<file path="src/pnpld_map.svh">
// Register indices, field positions, reset values and timing counts of the logical device block
`ifndef PNPLD_MAP_SVH
`define PNPLD_MAP_SVH

`define PNPLD_NUM_DEV      2
`define PNPLD_AW           12

`define PNPLD_IDX_CTRL     8'h02
`define PNPLD_IDX_LDN      8'h07
`define PNPLD_IDX_ACT      8'h30
`define PNPLD_IDX_RCHK     8'h31
`define PNPLD_IDX_B0H      8'h60
`define PNPLD_IDX_B0L      8'h61
`define PNPLD_IDX_B1H      8'h62
`define PNPLD_IDX_B1L      8'h63
`define PNPLD_IDX_IRQS     8'h70
`define PNPLD_IDX_IRQT     8'h71
`define PNPLD_IDX_DMA0     8'h74
`define PNPLD_IDX_DMA1     8'h75

`define PNPLD_BIT_ACT      0
`define PNPLD_BIT_RC_PAT   0
`define PNPLD_BIT_RC_EN    1
`define PNPLD_BIT_TYPE_LVL 0
`define PNPLD_BIT_TYPE_POL 1
`define PNPLD_BIT_SOFT_RST 0

`define PNPLD_RST_BASE     16'h0000
`define PNPLD_RST_IRQ_SEL  4'h0
`define PNPLD_RST_IRQ_TYPE 2'h2
`define PNPLD_RST_DMA      3'h4
`define PNPLD_RST_LDN      8'h00

`define PNPLD_IRQ_NONE     4'h0
`define PNPLD_DMA_NONE     3'h4
`define PNPLD_RC_DATA_ONE  8'h55
`define PNPLD_RC_DATA_ZERO 8'hAA
`define PNPLD_IO_SPAN      16'h0008

`define PNPLD_RESP_OKAY    2'h0
`define PNPLD_RESP_DECERR  2'h3

`define PNPLD_CLK_NS       4
`define PNPLD_PULLUP_NS    20
`define PNPLD_EDGE_NS      100
`define PNPLD_PULLUP_CYC   ((`PNPLD_PULLUP_NS + `PNPLD_CLK_NS - 1) / `PNPLD_CLK_NS)
`define PNPLD_EDGE_CYC     ((`PNPLD_EDGE_NS + `PNPLD_CLK_NS - 1) / `PNPLD_CLK_NS)

`endif

</file>
<file path="src/pnpld_pkg.sv">
// Types shared by the logical device configuration block
`include "pnpld_map.svh"

package pnpld_pkg;

    typedef struct packed {
        logic                   awvalid;
        logic [`PNPLD_AW-1:0]   awaddr;
        logic                   wvalid;
        logic [31:0]            wdata;
        logic [3:0]             wstrb;
        logic                   bready;
        logic                   arvalid;
        logic [`PNPLD_AW-1:0]   araddr;
        logic                   rready;
    } pnpld_axi_req_s;

    typedef struct packed {
        logic                   awready;
        logic                   wready;
        logic                   bvalid;
        logic [1:0]             bresp;
        logic                   arready;
        logic                   rvalid;
        logic [31:0]            rdata;
        logic [1:0]             rresp;
    } pnpld_axi_rsp_s;

    typedef enum logic [1:0] {
        PNPLD_IRQ_IDLE = 2'b00,
        PNPLD_IRQ_ON   = 2'b01,
        PNPLD_IRQ_PULL = 2'b10
    } pnpld_irq_e;

    typedef struct packed {
        logic                   active;
        logic                   rc_en;
        logic                   rc_pat;
        logic [15:0]            base0;
        logic [15:0]            base1;
        logic [3:0]             irq_sel;
        logic [1:0]             irq_type;
        logic [2:0]             dma0;
        logic [2:0]             dma1;
        logic                   req_prev;
        logic [7:0]             pulse_cnt;
        logic [7:0]             pull_cnt;
        pnpld_irq_e             irq_st;
    } pnpld_dev_s;

    typedef struct packed {
        logic                   rd_n_m;
        logic                   rd_n_s;
        logic [15:0]            addr_m;
        logic [15:0]            addr_s;
        logic                   aw_have;
        logic                   aw_ok;
        logic [7:0]             aw_idx;
        logic                   w_have;
        logic                   w_en;
        logic [7:0]             w_data;
        pnpld_axi_rsp_s         rsp;
        logic [7:0]             ldn;
        logic                   soft_rst;
        logic [7:0]             io_data;
        logic                   io_oe;
        logic [15:0]            irq_out;
        logic [15:0]            irq_oe;
        logic [7:0]             drq;
    } pnpld_top_s;

endpackage

</file>
<file path="src/pnpld_dev_regs.sv">
// One logical device: its configuration registers, interrupt driver and DMA gating
`timescale 1ns/1ps
`include "pnpld_map.svh"

module pnpld_dev_regs #(
    parameter bit          TYPE_RO = 1'b0,
    parameter logic [15:0] IO_SPAN = `PNPLD_IO_SPAN
) (
    // Clock and reset, soft reset included
    input  wire logic        clk,
    input  wire logic        srst,
    // Register access
    input  wire logic        wr_en,
    input  wire logic [7:0]  wr_idx,
    input  wire logic [7:0]  wr_data,
    input  wire logic [7:0]  rd_idx,
    output logic      [7:0]  rd_data,
    // Range check probe
    input  wire logic        io_rd,
    input  wire logic [15:0] io_addr,
    output logic             rc_hit,
    output logic      [7:0]  rc_data,
    // Requests from the device core and their gated forms
    input  wire logic        irq_req,
    input  wire logic [1:0]  dma_req,
    output logic      [3:0]  irq_line,
    output logic             irq_oe,
    output logic             irq_val,
    output logic      [1:0]  drq,
    output logic      [2:0]  dma0_ch,
    output logic      [2:0]  dma1_ch
);
    localparam logic [7:0] PULLUP_CYC = 8'(`PNPLD_PULLUP_CYC);
    localparam logic [7:0] EDGE_CYC   = 8'(`PNPLD_EDGE_CYC);

    pnpld_pkg::pnpld_dev_s s_q;
    pnpld_pkg::pnpld_dev_s s_d;
    logic                  en;
    logic                  want;
    logic                  pol_high;
    logic [15:0]           d0;
    logic [15:0]           d1;

    always_comb
    begin
        s_d = s_q;
        if (wr_en)
        begin
            case (wr_idx)
                `PNPLD_IDX_ACT:  s_d.active = wr_data[`PNPLD_BIT_ACT];
                `PNPLD_IDX_RCHK:
                begin
                    s_d.rc_en  = wr_data[`PNPLD_BIT_RC_EN];
                    s_d.rc_pat = wr_data[`PNPLD_BIT_RC_PAT];
                end
                `PNPLD_IDX_B0H:  s_d.base0[15:8] = wr_data;
                `PNPLD_IDX_B0L:  s_d.base0[7:0]  = wr_data;
                `PNPLD_IDX_B1H:  s_d.base1[15:8] = wr_data;
                `PNPLD_IDX_B1L:  s_d.base1[7:0]  = wr_data;
                `PNPLD_IDX_IRQS: s_d.irq_sel = wr_data[3:0];
                `PNPLD_IDX_IRQT: s_d.irq_type = TYPE_RO ? s_q.irq_type : wr_data[1:0];
                `PNPLD_IDX_DMA0: s_d.dma0 = wr_data[2:0];
                `PNPLD_IDX_DMA1: s_d.dma1 = wr_data[2:0];
                default:         s_d.dma1 = s_q.dma1;
            endcase
        end

        // no line or inactive means silent
        en       = s_q.active && (s_q.irq_sel != `PNPLD_IRQ_NONE);
        pol_high = s_q.irq_type[`PNPLD_BIT_TYPE_POL];
        // level follows request, edge gives a pulse
        want     = s_q.irq_type[`PNPLD_BIT_TYPE_LVL] ? irq_req : (s_q.pulse_cnt != 8'h00);
        s_d.req_prev = irq_req;
        if (irq_req && !s_q.req_prev)
            s_d.pulse_cnt = EDGE_CYC;
        else if (s_q.pulse_cnt != 8'h00)
            s_d.pulse_cnt = s_q.pulse_cnt - 8'h01;

        // low polarity releases through a short strong pull-up
        unique case (s_q.irq_st)
            pnpld_pkg::PNPLD_IRQ_IDLE:
                if (en && want)
                    s_d.irq_st = pnpld_pkg::PNPLD_IRQ_ON;
            pnpld_pkg::PNPLD_IRQ_ON:
                if (!(en && want))
                begin
                    s_d.irq_st   = pol_high ? pnpld_pkg::PNPLD_IRQ_IDLE : pnpld_pkg::PNPLD_IRQ_PULL;
                    s_d.pull_cnt = PULLUP_CYC - 8'h01;
                end
            pnpld_pkg::PNPLD_IRQ_PULL:
                if (en && want)
                    s_d.irq_st = pnpld_pkg::PNPLD_IRQ_ON;
                else if (s_q.pull_cnt == 8'h00)
                    s_d.irq_st = pnpld_pkg::PNPLD_IRQ_IDLE;
                else
                    s_d.pull_cnt = s_q.pull_cnt - 8'h01;
            default:
                s_d.irq_st = pnpld_pkg::PNPLD_IRQ_IDLE;
        endcase

        // push-pull when high, open-drain when low
        irq_line = s_q.irq_sel;
        // pending pull-up dropped once line deselected, never lands on line 0
        irq_oe   = pol_high ? en : ((s_q.irq_st != pnpld_pkg::PNPLD_IRQ_IDLE)
                                    && (s_q.irq_sel != `PNPLD_IRQ_NONE));
        irq_val  = pol_high ? (s_q.irq_st == pnpld_pkg::PNPLD_IRQ_ON)
                            : (s_q.irq_st == pnpld_pkg::PNPLD_IRQ_PULL);

        // cascade channel or inactive issues nothing
        drq[0]  = s_q.active && (s_q.dma0 != `PNPLD_DMA_NONE) && dma_req[0];
        drq[1]  = s_q.active && (s_q.dma1 != `PNPLD_DMA_NONE) && dma_req[1];
        dma0_ch = s_q.dma0;
        dma1_ch = s_q.dma1;

        // answer in range only while inactive and enabled
        d0      = io_addr - s_q.base0;
        d1      = io_addr - s_q.base1;
        rc_hit  = io_rd && s_q.rc_en && !s_q.active && ((d0 < IO_SPAN) || (d1 < IO_SPAN));
        rc_data = s_q.rc_pat ? `PNPLD_RC_DATA_ONE : `PNPLD_RC_DATA_ZERO;

        case (rd_idx)
            `PNPLD_IDX_ACT:  rd_data = {7'h00, s_q.active};
            `PNPLD_IDX_RCHK: rd_data = {6'h00, s_q.rc_en, s_q.rc_pat};
            `PNPLD_IDX_B0H:  rd_data = s_q.base0[15:8];
            `PNPLD_IDX_B0L:  rd_data = s_q.base0[7:0];
            `PNPLD_IDX_B1H:  rd_data = s_q.base1[15:8];
            `PNPLD_IDX_B1L:  rd_data = s_q.base1[7:0];
            `PNPLD_IDX_IRQS: rd_data = {4'h0, s_q.irq_sel};
            `PNPLD_IDX_IRQT: rd_data = {6'h00, s_q.irq_type};
            `PNPLD_IDX_DMA0: rd_data = {5'h00, s_q.dma0};
            `PNPLD_IDX_DMA1: rd_data = {5'h00, s_q.dma1};
            default:         rd_data = 8'h00;
        endcase
    end

    always_ff @(posedge clk)
    begin
        // hard or soft reset restores defaults
        if (srst)
        begin
            s_q          <= '0;
            s_q.base0    <= `PNPLD_RST_BASE;
            s_q.base1    <= `PNPLD_RST_BASE;
            s_q.irq_sel  <= `PNPLD_RST_IRQ_SEL;
            s_q.irq_type <= `PNPLD_RST_IRQ_TYPE;
            s_q.dma0     <= `PNPLD_RST_DMA;
            s_q.dma1     <= `PNPLD_RST_DMA;
            s_q.irq_st   <= pnpld_pkg::PNPLD_IRQ_IDLE;
        end
        else
            s_q <= s_d;
    end
endmodule

</file>
<file path="src/pnpld_top.sv">
// Logical device configuration bank with AXI4-Lite access and ISA-side outputs
//
// Operation
// - Each device has an activation bit 0; upper bits read zero.
// - Range-check bit 1 enables the check, only while inactive; bits 7-2 zero.
// - Enabled check answers in-range I/O reads with 55h or AAh by bit 0.
// - Descriptor 0 base: high byte at index 60h, low at 61h.
// - Descriptor 1 base: high byte at index 62h, low at 63h.
// - Interrupt select bits 3-0 pick interrupt line 1 to 15.
// - Interrupt select zero means no line; nothing is driven.
// - Interrupt type bit 0: zero edge, one level.
// - Type bit 1: high push-pull, low open-drain with brief strong pull-up.
// - Interrupt type register may be read-only for single-style devices.
// - First DMA select bits 2-0 choose channel 0 to 7.
// - Second DMA select bits 2-0 choose channel 0 to 7.
// - DMA select 4 means no channel and no requests.
// - Logical device number picks the register set reached and activated.
// - Soft reset restores all devices to defaults, keeping card select number.
//
// The implementer's own choice: register access over AXI4-Lite.
`timescale 1ns/1ps
`include "pnpld_map.svh"

module pnpld_top #(
    parameter logic [15:0]               IO_SPAN     = `PNPLD_IO_SPAN,
    parameter logic [`PNPLD_NUM_DEV-1:0] IRQ_TYPE_RO = '0
) (
    // Clock and reset
    input  wire logic                             clk,
    input  wire logic                             srst,
    // AXI4-Lite slave
    input  wire pnpld_pkg::pnpld_axi_req_s        axi_req,
    output pnpld_pkg::pnpld_axi_rsp_s             axi_rsp,
    // ISA I/O read probe pins
    input  wire logic                             io_rd_n,
    input  wire logic [15:0]                      io_addr,
    output logic      [7:0]                       io_data_out,
    output logic                                  io_data_oe,
    // Requests from the device cores
    input  wire logic [`PNPLD_NUM_DEV-1:0]        dev_irq_req,
    input  wire logic [`PNPLD_NUM_DEV-1:0][1:0]   dev_dma_req,
    // ISA interrupt and DMA request pins
    output logic      [15:0]                      interrupt_line_out,
    output logic      [15:0]                      interrupt_line_oe,
    output logic      [7:0]                       dma_drq
);
    localparam int ND = `PNPLD_NUM_DEV;

    pnpld_pkg::pnpld_top_s    s_q;
    pnpld_pkg::pnpld_top_s    s_d;

    logic                     wr_go;
    logic [7:0]               ar_idx;
    logic                     ar_ok;
    logic [7:0]               rd_byte;
    logic                     ldn_ok;
    logic                     idx_mapped;
    logic [ND-1:0]            dev_wr;
    logic [ND-1:0][7:0]       dev_rd;
    logic [ND-1:0]            dev_hit;
    logic [ND-1:0][7:0]       dev_rc;
    logic [ND-1:0][3:0]       dev_line;
    logic [ND-1:0]            dev_oe;
    logic [ND-1:0]            dev_val;
    logic [ND-1:0][1:0]       dev_drq;
    logic [ND-1:0][2:0]       dev_ch0;
    logic [ND-1:0][2:0]       dev_ch1;

    // Index lives in bits 9-2; anything else set is unmapped
    function automatic logic idx_known(input logic [7:0] idx);
        case (idx)
            `PNPLD_IDX_CTRL, `PNPLD_IDX_LDN,
            `PNPLD_IDX_ACT,  `PNPLD_IDX_RCHK,
            `PNPLD_IDX_B0H,  `PNPLD_IDX_B0L,
            `PNPLD_IDX_B1H,  `PNPLD_IDX_B1L,
            `PNPLD_IDX_IRQS, `PNPLD_IDX_IRQT,
            `PNPLD_IDX_DMA0, `PNPLD_IDX_DMA1: idx_known = 1'b1;
            default:                          idx_known = 1'b0;
        endcase
    endfunction

    function automatic logic addr_ok(input logic [`PNPLD_AW-1:0] a);
        addr_ok = (a[1:0] == 2'h0) && (a[`PNPLD_AW-1:10] == '0) && idx_known(a[9:2]);
    endfunction

    genvar g;
    generate
        for (g = 0; g < ND; g++)
        begin : g_dev
            pnpld_dev_regs #(
                .TYPE_RO (IRQ_TYPE_RO[g]),
                .IO_SPAN (IO_SPAN)
            ) u_dev (
                .clk      (clk),
                .srst     (srst | s_q.soft_rst),
                .wr_en    (dev_wr[g]),
                .wr_idx   (s_q.aw_idx),
                .wr_data  (s_q.w_data),
                .rd_idx   (ar_idx),
                .rd_data  (dev_rd[g]),
                .io_rd    (!s_q.rd_n_s),
                .io_addr  (s_q.addr_s),
                .rc_hit   (dev_hit[g]),
                .rc_data  (dev_rc[g]),
                .irq_req  (dev_irq_req[g]),
                .dma_req  (dev_dma_req[g]),
                .irq_line (dev_line[g]),
                .irq_oe   (dev_oe[g]),
                .irq_val  (dev_val[g]),
                .drq      (dev_drq[g]),
                .dma0_ch  (dev_ch0[g]),
                .dma1_ch  (dev_ch1[g])
            );
            // only the selected device takes writes
            assign dev_wr[g] = wr_go && s_q.w_en && s_q.aw_ok && (s_q.ldn == 8'(g));
        end
    endgenerate

    assign wr_go      = s_q.aw_have && s_q.w_have && !s_q.rsp.bvalid;
    assign ar_idx     = axi_req.araddr[9:2];
    assign ar_ok      = addr_ok(axi_req.araddr);
    assign ldn_ok     = s_q.ldn < 8'(ND);
    assign idx_mapped = ar_ok;

    // Read byte for the address on the read channel
    always_comb
    begin
        rd_byte = 8'h00;
        if (ar_idx == `PNPLD_IDX_LDN)
            rd_byte = s_q.ldn;
        else if (ar_idx != `PNPLD_IDX_CTRL && ldn_ok)
            rd_byte = dev_rd[s_q.ldn[$clog2(ND)-1:0]];
    end

    always_comb
    begin
        s_d          = s_q;
        s_d.soft_rst = 1'b0;

        // Pins cross from the ISA side through two stages
        s_d.rd_n_m = io_rd_n;
        s_d.rd_n_s = s_q.rd_n_m;
        s_d.addr_m = io_addr;
        s_d.addr_s = s_q.addr_m;

        // Write address and data are taken independently
        if (axi_req.awvalid && s_q.rsp.awready)
        begin
            s_d.aw_have = 1'b1;
            s_d.aw_ok   = addr_ok(axi_req.awaddr);
            s_d.aw_idx  = axi_req.awaddr[9:2];
        end
        if (axi_req.wvalid && s_q.rsp.wready)
        begin
            s_d.w_have = 1'b1;
            s_d.w_en   = axi_req.wstrb[0];
            s_d.w_data = axi_req.wdata[7:0];
        end
        if (wr_go)
        begin
            s_d.aw_have    = 1'b0;
            s_d.w_have     = 1'b0;
            s_d.rsp.bvalid = 1'b1;
            s_d.rsp.bresp  = s_q.aw_ok ? `PNPLD_RESP_OKAY : `PNPLD_RESP_DECERR;
            if (s_q.aw_ok && s_q.w_en)
            begin
                if (s_q.aw_idx == `PNPLD_IDX_LDN)
                    s_d.ldn = s_q.w_data;
                if (s_q.aw_idx == `PNPLD_IDX_CTRL)
                    s_d.soft_rst = s_q.w_data[`PNPLD_BIT_SOFT_RST];
            end
        end
        if (s_q.rsp.bvalid && axi_req.bready)
            s_d.rsp.bvalid = 1'b0;
        s_d.rsp.awready = !s_d.aw_have && !s_d.rsp.bvalid;
        s_d.rsp.wready  = !s_d.w_have && !s_d.rsp.bvalid;

        // Read answers on the same edge that takes the address
        if (axi_req.arvalid && s_q.rsp.arready)
        begin
            s_d.rsp.rvalid = 1'b1;
            s_d.rsp.rdata  = {24'h000000, idx_mapped ? rd_byte : 8'h00};
            s_d.rsp.rresp  = idx_mapped ? `PNPLD_RESP_OKAY : `PNPLD_RESP_DECERR;
        end
        else if (s_q.rsp.rvalid && axi_req.rready)
            s_d.rsp.rvalid = 1'b0;
        s_d.rsp.arready = !s_d.rsp.rvalid;

        // range check data onto the bus
        s_d.io_oe   = 1'b0;
        s_d.io_data = 8'h00;
        for (int i = 0; i < ND; i++)
        begin
            if (dev_hit[i])
            begin
                s_d.io_oe   = 1'b1;
                s_d.io_data = dev_rc[i];
            end
        end

        // route each device to its line; last device wins a clash
        s_d.irq_out = 16'h0000;
        s_d.irq_oe  = 16'h0000;
        s_d.drq     = 8'h00;
        for (int i = 0; i < ND; i++)
        begin
            if (dev_oe[i])
            begin
                s_d.irq_oe[dev_line[i]]  = 1'b1;
                s_d.irq_out[dev_line[i]] = dev_val[i];
            end
            if (dev_drq[i][0])
                s_d.drq[dev_ch0[i]] = 1'b1;
            if (dev_drq[i][1])
                s_d.drq[dev_ch1[i]] = 1'b1;
        end
    end

    always_ff @(posedge clk)
    begin
        if (srst)
        begin
            s_q             <= '0;
            s_q.rd_n_m      <= 1'b1;
            s_q.rd_n_s      <= 1'b1;
            s_q.ldn         <= `PNPLD_RST_LDN;
            s_q.rsp.awready <= 1'b1;
            s_q.rsp.wready  <= 1'b1;
            s_q.rsp.arready <= 1'b1;
        end
        else
            s_q <= s_d;
    end

    assign axi_rsp            = s_q.rsp;
    assign io_data_out        = s_q.io_data;
    assign io_data_oe         = s_q.io_oe;
    assign interrupt_line_out = s_q.irq_out;
    assign interrupt_line_oe  = s_q.irq_oe;
    assign dma_drq            = s_q.drq;
endmodule

</file>
<file path="config.mk">
export PLATFORM = sky130hd
export DESIGN_NAME = pnpld_top
export DESIGN_NICKNAME = d
export VERILOG_FILES = /design/src/pnpld_pkg.sv /design/src/pnpld_dev_regs.sv /design/src/pnpld_top.sv
export VERILOG_INCLUDE_DIRS = /design/src
export SDC_FILE = /design/constraint.sdc
export NUM_CORES = 1
export LEC_CHECK = 0
export BUFFER_PORTS_ARGS = -buffer_cell sky130_fd_sc_hd__buf_2
export CAP_MARGIN = 20
export CORE_UTILIZATION = 30
export DETAILED_ROUTE_END_ITERATION = 8
export HOLD_SLACK_MARGIN = 0.06
export SYNTH_ARGS = -nofsm -noshare
export SYNTH_HDL_FRONTEND = slang
export SYNTH_SLANG_ARGS = --single-unit
export TNS_END_PERCENT = 30
</file>
<file path="constraint.sdc">
create_clock -name clk -period 3.81 [get_ports clk]
set_input_delay 0.1905 -clock clk [delete_from_list [all_inputs] [get_ports clk]]
set_output_delay 0.1905 -clock clk [all_outputs]
set_load 0.1 [all_outputs]
</file>
-- After elaboration in Yosys (flattened, before gate mapping)
Cells that the tools add are included.
- add/subtract/negate cells: 8
- magnitude comparators: 18
- eq/ne operators: 56
- muxes and demuxes: 71
- bitwise logic cells: 9
- reductions and logical operators: 108
- operators with widths (cell ; number):
    $eq A8 B7 Y1 const B ; 24
    $pmux W8 S10 ; 2
    $mux W8 ; 15
    $lt A16 B4 Y1 const B ; 4
    $mux W32 ; 2
    $sub A16 B16 Y16 ; 4
    $eq A8 B6 Y1 const B ; 6
    $logic_and A1 B1 Y1 ; 47
    $mux W10 ; 4
    $reduce_and A2 Y1 ; 20
    $pmux W8 S2 ; 2
    $sub A8 B1 Y8 const B ; 4
    $eq A8 B2 Y1 const B ; 3
    $eq A8 B3 Y1 const B ; 3
    $logic_not A8 Y1 ; 3
    $or A8 B8 Y8 ; 3
    $reduce_or A12 Y1 ; 2
    $mux W1 ; 20
    $mux W2 ; 10
    $mux W5 ; 4
    $mux W9 ; 2
    $and A16 B16 Y16 ; 1
    $bwmux W16 ; 1
    $lt A3 B4 Y1 const B ; 4
    30 further kinds ; 80
- flip-flop bits (word level): 261
- input bits: 90
- output and inout port bits: 90
- word-level logic and storage cells: 327

-- Depth between registers and ports, before layout
Gate-level depths: netlist of the first run.
- depth in word-level cells: 11
- mapped depth: 12
- depth with buffers taken out: 11

-- By module
From an unflattened synthesis of the first run, not the netlist that was laid out.
- cell total of the unflattened synthesis: 1797
- area total of the unflattened synthesis: 14914.3 um^2
- by module, submodules not included (module ; instances ; cells an instance ; area each (um^2) ; seq. area each (um^2)):
    pnpld_dev_regs ; 2 ; 578 ; 4687.0 ; 1321.3
    pnpld_top ; 1 ; 641 ; 5540.3 ; 2542.4

-- Worst setup path after synthesis of the first run
No wires, ideal clock.
- path type: reg-to-reg
- start: register g_dev[1].u_dev.s_q[36] in the netlist's numbering
- end: register s_q (netlist bit io_data_out[5])
- library setup time: 0.067 ns
- arrival: 2.636 ns
- required time: 3.743 ns
- setup slack: 1.106 ns
- stages on the path, launching flop included: 12
- buffers on the path: 0
- clock period less this slack: 2.704 ns
- cells stage by stage: dfxtp_1 > inv_1 > ha_1 > a21oi_1 > o22a_1 > o31ai_2 > a221o_1 > or3_1 > a2111oi_2 > a32oi_1 > or2_1 > a21oi_2
- word-level cells in the longest chain between the ends: 5
- ends and longest elaborated chain (element ; line ; source):
    start, declared ; pnpld_dev_regs.sv:36 ; pnpld_pkg::pnpld_dev_s s_q;
    $sub A16 B16 Y16 ; pnpld_dev_regs.sv:117 ; d1 = io_addr - s_q.base1;
    $lt A16 B4 Y1 ; pnpld_dev_regs.sv:118 ; rc_hit = io_rd && s_q.rc_en && !s_q.active && ((d0 < IO_SPAN) || (d1 < IO_SPAN));
    $logic_or A1 B1 Y1 ; pnpld_dev_regs.sv:118 ;
    $logic_and A1 B1 Y1 ; pnpld_dev_regs.sv:118 ;
    $mux W9 ; pnpld_top.sv:194 ; if (dev_hit[i])
    end, declared ; pnpld_top.sv:49 ; pnpld_pkg::pnpld_top_s s_q;
Every way passes these cells.
A chain may end at the register's enable or synchronous reset.

-- Final worst setup path of the first run
- start: register s_q[128] in the netlist's numbering
- end: register s_q (netlist bit io_data_out[5])
- word-level cells in the longest chain between the ends: 6
- elaborated cells between the ends (all ways): 14
- classes of those cells: add/sub (4); order compare (4); mux (2); reduce/logical (4)
- ends and longest elaborated chain (element ; line):
    $sub A16 B16 Y16 (on tied branches) ; pnpld_dev_regs.sv:116, pnpld_dev_regs.sv:117
    $lt A16 B4 Y1 ; pnpld_dev_regs.sv:118
    $logic_or A1 B1 Y1 ; pnpld_dev_regs.sv:118
    $logic_and A1 B1 Y1 ; pnpld_dev_regs.sv:118
    $mux W9 ; pnpld_top.sv:194
    $mux W9 * ; pnpld_top.sv:194
Every way passes the cells marked *; elsewhere a longest branch is shown, timed or not.

==> results of run 1 <==
==> path summary, 6_finish.rpt <==
check | to | depth (start not counted)
max | io_data_out[5] | 10
min | dma_drq[5] | 5
min reg2reg | s_q[151] | 1
max reg2reg | io_data_out[5] | 10
==> cell type report <==
type | count | area, um2 | share of cell area
multi-input combinational | 1306 | 8140 | 0.492
sequential | 253 | 5060 | 0.306
timing repair buffer | 187 | 1220 | 0.0735
tap | 607 | 759 | 0.0459
clock buffer | 34 | 753 | 0.0455
inverter | 94 | 353 | 0.0213
clock inverter | 17 | 253 | 0.0153
==> cells by family (layout without fill, tap and decap cells) <==
| logic type | after synthesis | after routing |
|---|---|---|
| multiplexers | 98 | 98 |
| AND/OR/NAND/NOR | 711 | 711 |
| buffers and inverters | 259 | 332 |
| XOR/XNOR | 40 | 40 |
| adder cells (fa/ha/maj) | 63 | 63 |
| AO/OA/AOI/OAI | 367 | 367 |
| flip-flops | 253 | 253 |
| other | 1 | 27 |
==> registers in the layout, indices dropped and copies added, names as in the netlist <==
| name | flops |
|---|---|
| g_dev.u_dev.irq_line | 8 |
| axi_rsp | 15 |
| io_data_out | 2 |
| dma_drq | 8 |
| io_data_oe | 1 |
| interrupt_line_out | 16 |
| s_q | 46 |
| interrupt_line_oe | 16 |
| g_dev.u_dev.s_q | 110 |
| g_dev.u_dev.pol_high | 2 |
| s_d | 17 |
| g_dev.u_dev.dma1_ch | 6 |
| g_dev.u_dev.dma0_ch | 6 |
==> stage by stage <==
| stage | instances | instance area (um2) | setup WS (ns) |
|---|---|---|---|
| 3_5_place_dp | 2404 | 15100 | 0.598 |
| 3_3_place_gp | 2404 | 15100 | 0.657 |
| 6_report | 2498 | 16500 | 0.582 |
| 4_1_cts | 2496 | 16500 | 0.606 |
| 5_1_grt | 2498 | 16500 | 0.399 |
| 2_1_floorplan | 1818 | 14500 | 1.11 |
==> report_power, final <==
| group | switching (uW) | internal [uW] |
|---|---|---|
| combinational | 655 | 373 |
| sequential | 110 | 2730 |
| clock | 1180 | 1760 |
==> routing by layer <==
layer  vias to the layer above  global-route usage
met5                         -                   0
met4                         0              0.0469
met3                        59              0.0219
met2                       392               0.290
met1                      6158               0.224
li1                       6311                   -
==> cell usage after synthesis, types with 16 or more instances <==
cell      number
a21oi_1      144
a22oi_1       25
a31oi_1       16
and3_1        17
buf_4         90
clkbuf_1      72
dfxtp_1      253
ha_1          63
inv_1         94
mux2i_1       89
nand2_1      197
nand2b_1      26
nand3_1       63
nand4_1       19
nor2_1       199
nor2b_1       58
nor3_1        26
nor4_1        17
o21ai_0       62
xnor2_1       18
xor2_1        22
==> worst max-delay path: stages, from the launching register on <==
cell	delay [ns]
dfxtp_1	0.55
ha_1	0.40
a21oi_1	0.22
a21boi_0	0.18
o311ai_0	0.36
o211ai_1	0.16
xor2_1	0.17
a211oi_1	0.38
a32oi_1	0.32
or2_1	0.31
a21oi_2	0.13
==> timing repair <==
action                                  4_1_cts  5_1_grt
hold buffers                                 41        0
endpoints found under the setup margin        0        0
hold endpoints to repair                     50        0
==> flow_metrics.tcl, run 1 <==
set metrics [dict create \
    synthTopCellsByArea "dfxtp_1, mux2i_1, ha_1" \
    cts_max_level 1 \
    synth_compound_area_frac 0.163 \
    routed_wl_um 42700 \
    drive_gt1_frac 0.127 \
    track_usage 0.170 \
    p_leak_uw 0.00647 \
    vias 12900 \
    max_slew_margin 0.278 \
    post_drt_via_cell_ratio 5.17 \
    n_antenna_cell 0 \
    timing.final.hold_violations 0 \
    routed-wl-met3_um 2260 \
    initialDrtViolationCount 1087 \
    end_kind "register" \
    cts.sinks 253 \
    synth_xor_area_frac 0.0243 \
    yosysWarnings 0 \
    nFillCells 4827 \
    ant_nets 0 \
    cts_tree "done" \
    path_class "reg2reg" \
    worstHoldPathType "in2reg" \
    setup_violations 0 \
    power_density_nw_per_um2 411 \
    worstSetupStartpoint "s_q[128]" \
    synth_top_family_by_area "simple AND/OR/NAND/NOR gates" \
    avgRoutedWirePerCell_um 17.1 \
    synth-main-ff-cell "dfxtp_1" \
    clock_latency_ns 0.59 \
    arrival_ns 3.74 \
    dr_wl_met2_um 20300 \
    gp_congestion 0.874 \
    r2r-start "s_q[128]" \
    globalRouteOverflowTotal 0 \
    grt_pass1_vias 12300 \
    rsz0062_at_grt "false" \
    required_ns 4.32 \
    synthSimpleGateAreaFrac 0.242 \
    final_util 0.352 \
    synthMuxAreaShare 0.0737 \
    finClkSkew_ns 0.0341 \
    synth_cells 1792 \
    grt_antenna_before_repair 0 \
    critPathMaxFanout 10 \
    netlist.area_leader.share 0.351 \
    grt_max_degree 105 \
    timing.final.crit_share 0.847 \
    async_flop_share 0 \
    synth_edf_count 0 \
    ys_seq_area_frac 0.351 \
    synth_area_um2 14400 \
    clkTransAtPathRegs_ns 0.06 \
    dieArea_um2 49000 \
    dpl.hpwl_um 31700 \
    worst_setup_path_start_kind "register" \
    cts_root_buffer "clkbuf_16" \
    route.detailed.drc 0 \
    synth_area_per_cell_um2 8.05 \
    status "completed" \
    cts_buffers 28 \
    grt_pass1_wl_um 67000 \
    finish.net_count 2023 \
    ir_worst_vdd_mv 0.532 \
    most-common-layout-cells "dfxtp_1, nor2_1, nand2_1, a21oi_1, buf_2" \
    yosys.area_share.adder 0.0547 \
    synth_top_cell_by_area "dfxtp_1" \
    area_growth_pct 14.7 \
    final_common_cell "dfxtp_1" \
    cts_resized 0 \
    maxCapViolations 0 \
    coreArea_um2 47000 \
    cts_setup_buffers 0 \
    fin_setup_tns_ns 0 \
    synth_cell_types 88 \
    io_buffers 128 \
    dieWidth_um 221 \
    whs_ns 0.0814 \
    p_total_uw 6810 \
    num_rows 79 \
    die_h_um 221 \
    holdCritStartpoint "dev_dma_req[3]" \
    first_pass_iters 5 \
    initial_utilization 0.307 \
    wl_met1_um 19100 \
    rrSetupSlack_ns 0.58 \
    maxSlewViolCount 0 \
    ios 180 \
    fmaxAchievable_ghz 0.310 \
    routed.top_layer "met4" \
    worst_pin_slew_ns 1.08 \
    period_needed_ns 3.23 \
    ys_ff_latch 253 \
    clock_tree.buffer_depth 3 \
]
Note: power is estimated with default switching activity, not from simulation.
==> run 2, diff against run 1 <==
==> constraint.sdc (replaced) <==
create_clock -name clk -period 2.8 [get_ports clk]
set_input_delay 0.14 -clock clk [delete_from_list [all_inputs] [get_ports clk]]
set_output_delay 0.14 -clock clk [all_outputs]
set_load 0.1 [all_outputs]
==> run 2 against run 1 <==
Compared with the run above: clock skew fell by 0.023 ns; critical path depth did not move; final cell count rose by 6.9%; total power rose by 37%; combinational power rose by 63%; first-iteration DRC count rose by 3.0%; maximum frequency rose by 16%; cell area rose by 12%; worst setup slack got worse by 0.56 ns; critical path type unchanged; die area did not move.
==> flow_metrics.tcl, run 2 (synthesized netlist as in run 1, its figures left out) <==
set metrics [dict create \
    path_class "reg2reg" \
    period_needed_ns 2.78 \
    cts.sinks 253 \
    gp_congestion 0.896 \
    final_common_cell "dfxtp_1" \
    critPathBufInv 0 \
    maxSlewViolCount 0 \
    num_rows 79 \
    max_flop_register "g_dev.u_dev.s_q" \
    p_leak_uw 0.00741 \
    worst_pin_slew_ns 1.00 \
    n_antenna_cell 0 \
    worst_setup_path_start_kind "register" \
    grt_max_degree 105 \
    initial_utilization 0.307 \
    required_ns 3.29 \
    grt_pass1_vias 13100 \
    whs_ns 0.0932 \
    clock_tree.buffer_depth 3 \
    combPwrFrac 0.179 \
    finish.net_count 2196 \
    cts_tree "done" \
    grt_pass1_wl_um 71100 \
    placed_area_um2 16400 \
    stdcell_count 2671 \
    switchingPower_uw 2700 \
    maxCapViolations 0 \
    critPathMaxFanout 5 \
    rsz0062_at_grt "true" \
    cts_buffers 28 \
    vias 13500 \
    grt_antenna_before_repair 0 \
    swShare 0.289 \
    area_growth_pct 28.2 \
    drive_gt1_frac 0.242 \
    setup_violations 0 \
    worstHoldPathType "in2reg" \
    fmaxAchievable_ghz 0.360 \
    most-common-layout-cells "dfxtp_1, nand2_1, nor2_1, buf_4, a21oi_1" \
    track_usage 0.180 \
    sequentialPowerShare 0.413 \
    dieWidth_um 221 \
    arrival_ns 3.27 \
    stdcell_area_um2 18500 \
    route.detailed.drc 0 \
    clock_latency_ns 0.56 \
    first_pass_iters 5 \
    end_kind "register" \
    initialDrtViolationCount 1120 \
    max_slew_margin 0.332 \
    ant_nets 0 \
    fin_setup_tns_ns 0 \
    status "completed" \
    critPathSlowestCell "dfxtp_1" \
    largest_reg_flops 110 \
    avgRoutedWirePerCell_um 16.9 \
    globalRouteOverflowTotal 0 \
    critPathTopFamily "compound AO/OA/AOI/OAI gates" \
    timing.final.crit_share 0.993 \
    ios 180 \
    io_buffers 128 \
    coreArea_um2 47000 \
    crit_path_cell_trace "ha_4, a211o_1, a31o_2, a2111oi_4, a31oi_1, a211o_1, a2111oi_4, a32oi_2, or2_1, a21oi_2" \
    timing.final.hold_violations 0 \
    fin_ws_ns 0.0187 \
    post_drt_via_cell_ratio 5.04 \
    max_stage_delay_ns 0.39 \
    ir_worst_vdd_mv 0.515 \
    cts_root_buffer "clkbuf_16" \
    die_h_um 221 \
    pre_cts_ws_ns -0.371 \
    cts_max_level 1 \
    finClkSkew_ns 0.0110 \
    p_int_uw 6640 \
    clockPowerShare 0.407 \
    dp_cells 2566 \
    dpl.hpwl_um 33600 \
    clkTransAtPathRegs_ns 0.06 \
    dieArea_um2 49000 \
    routed_wl_um 45200 \
    power_density_nw_per_um2 505 \
]
-- run 2: cell count changes in the layout (fill, tap and decap cells not counted), moves of 11 or more --
cell / before / now
a21oi_1: 144 / 130
a21oi_2: 1 / 15
buf_4: 17 / 175
dfxtp_1: 253 / 240
dfxtp_2: 0 / 12
ha_1: 63 / 39
ha_4: 0 / 21
o21ai_0: 62 / 51
-- run 2: through the flow --
stage / power (uW) / utilization
detailed placement: 5430 / 0.349
global placement: 5410 / 0.349
finish: 9340 / 0.394
CTS: 9360 / 0.386
floorplan: 5010 / -
global route: 9740 / 0.394
-- run 2: cell type report --
class | count | area (um2)
fill | 4744 | 28500
clock buffer | 42 | 875
clock inverter | 9 | 81.3
inverter | 94 | 353
timing repair buffer | 360 | 2590
tap | 607 | 759
sequential | 253 | 5080
multi-input combinational | 1306 | 8750
-- run 2: timing repair --
action,in CTS,in global routing
endpoints found under the hold margin,62,0
setup buffers,1,5
endpoints found under the setup margin,3,38
hold buffers,48,0
pin swaps,14,28
resized for setup,53,75
-- run 2: worst register-to-register path, cell delays in order, from the launching register on --
cell	delay (ns)
dfxtp_1	0.39
ha_4	0.24
a211o_1	0.28
a31o_2	0.25
a2111oi_4	0.32
a31oi_1	0.10
a211o_1	0.28
a2111oi_4	0.25
a32oi_2	0.18
or2_1	0.28
a21oi_2	0.14
-- run 2: routing by layer --
metal | vias to the layer above | GRT usage | part of all wire | routed length [um]
met5 | - | 0 | 0 | 0
met4 | 0 | 0.0499 | 0.025 | 1150
met3 | 71 | 0.0246 | 0.046 | 2090
met2 | 355 | 0.303 | 0.47 | 21400
met1 | 6385 | 0.238 | 0.45 | 20500
li1 | 6661 | - | - | -
-- run 2: worst paths after layout --
check / start / slack (ns) / to / cells past startpoint
worst max-delay path: s_q[121] / 0.02 / io_data_out[5] / 10
worst min-delay path: axi_req[1] / 0.09 / axi_rsp[8] / 5
worst max register to register: s_q[121] / 0.02 / io_data_out[5] / 10
worst min register to register: s_d[151] / 0.43 / s_q[151] / 1
-- run 2: power by group through the flow --
stage,sequential (uW),clock [uW],combinational (uW)
final,3860,3810,1680
after detailed placement,3930,0,1500
after CTS,3860,3900,1600
after global placement,3930,0,1480
after global routing,3880,4030,1830
after floorplan,3870,0,1140
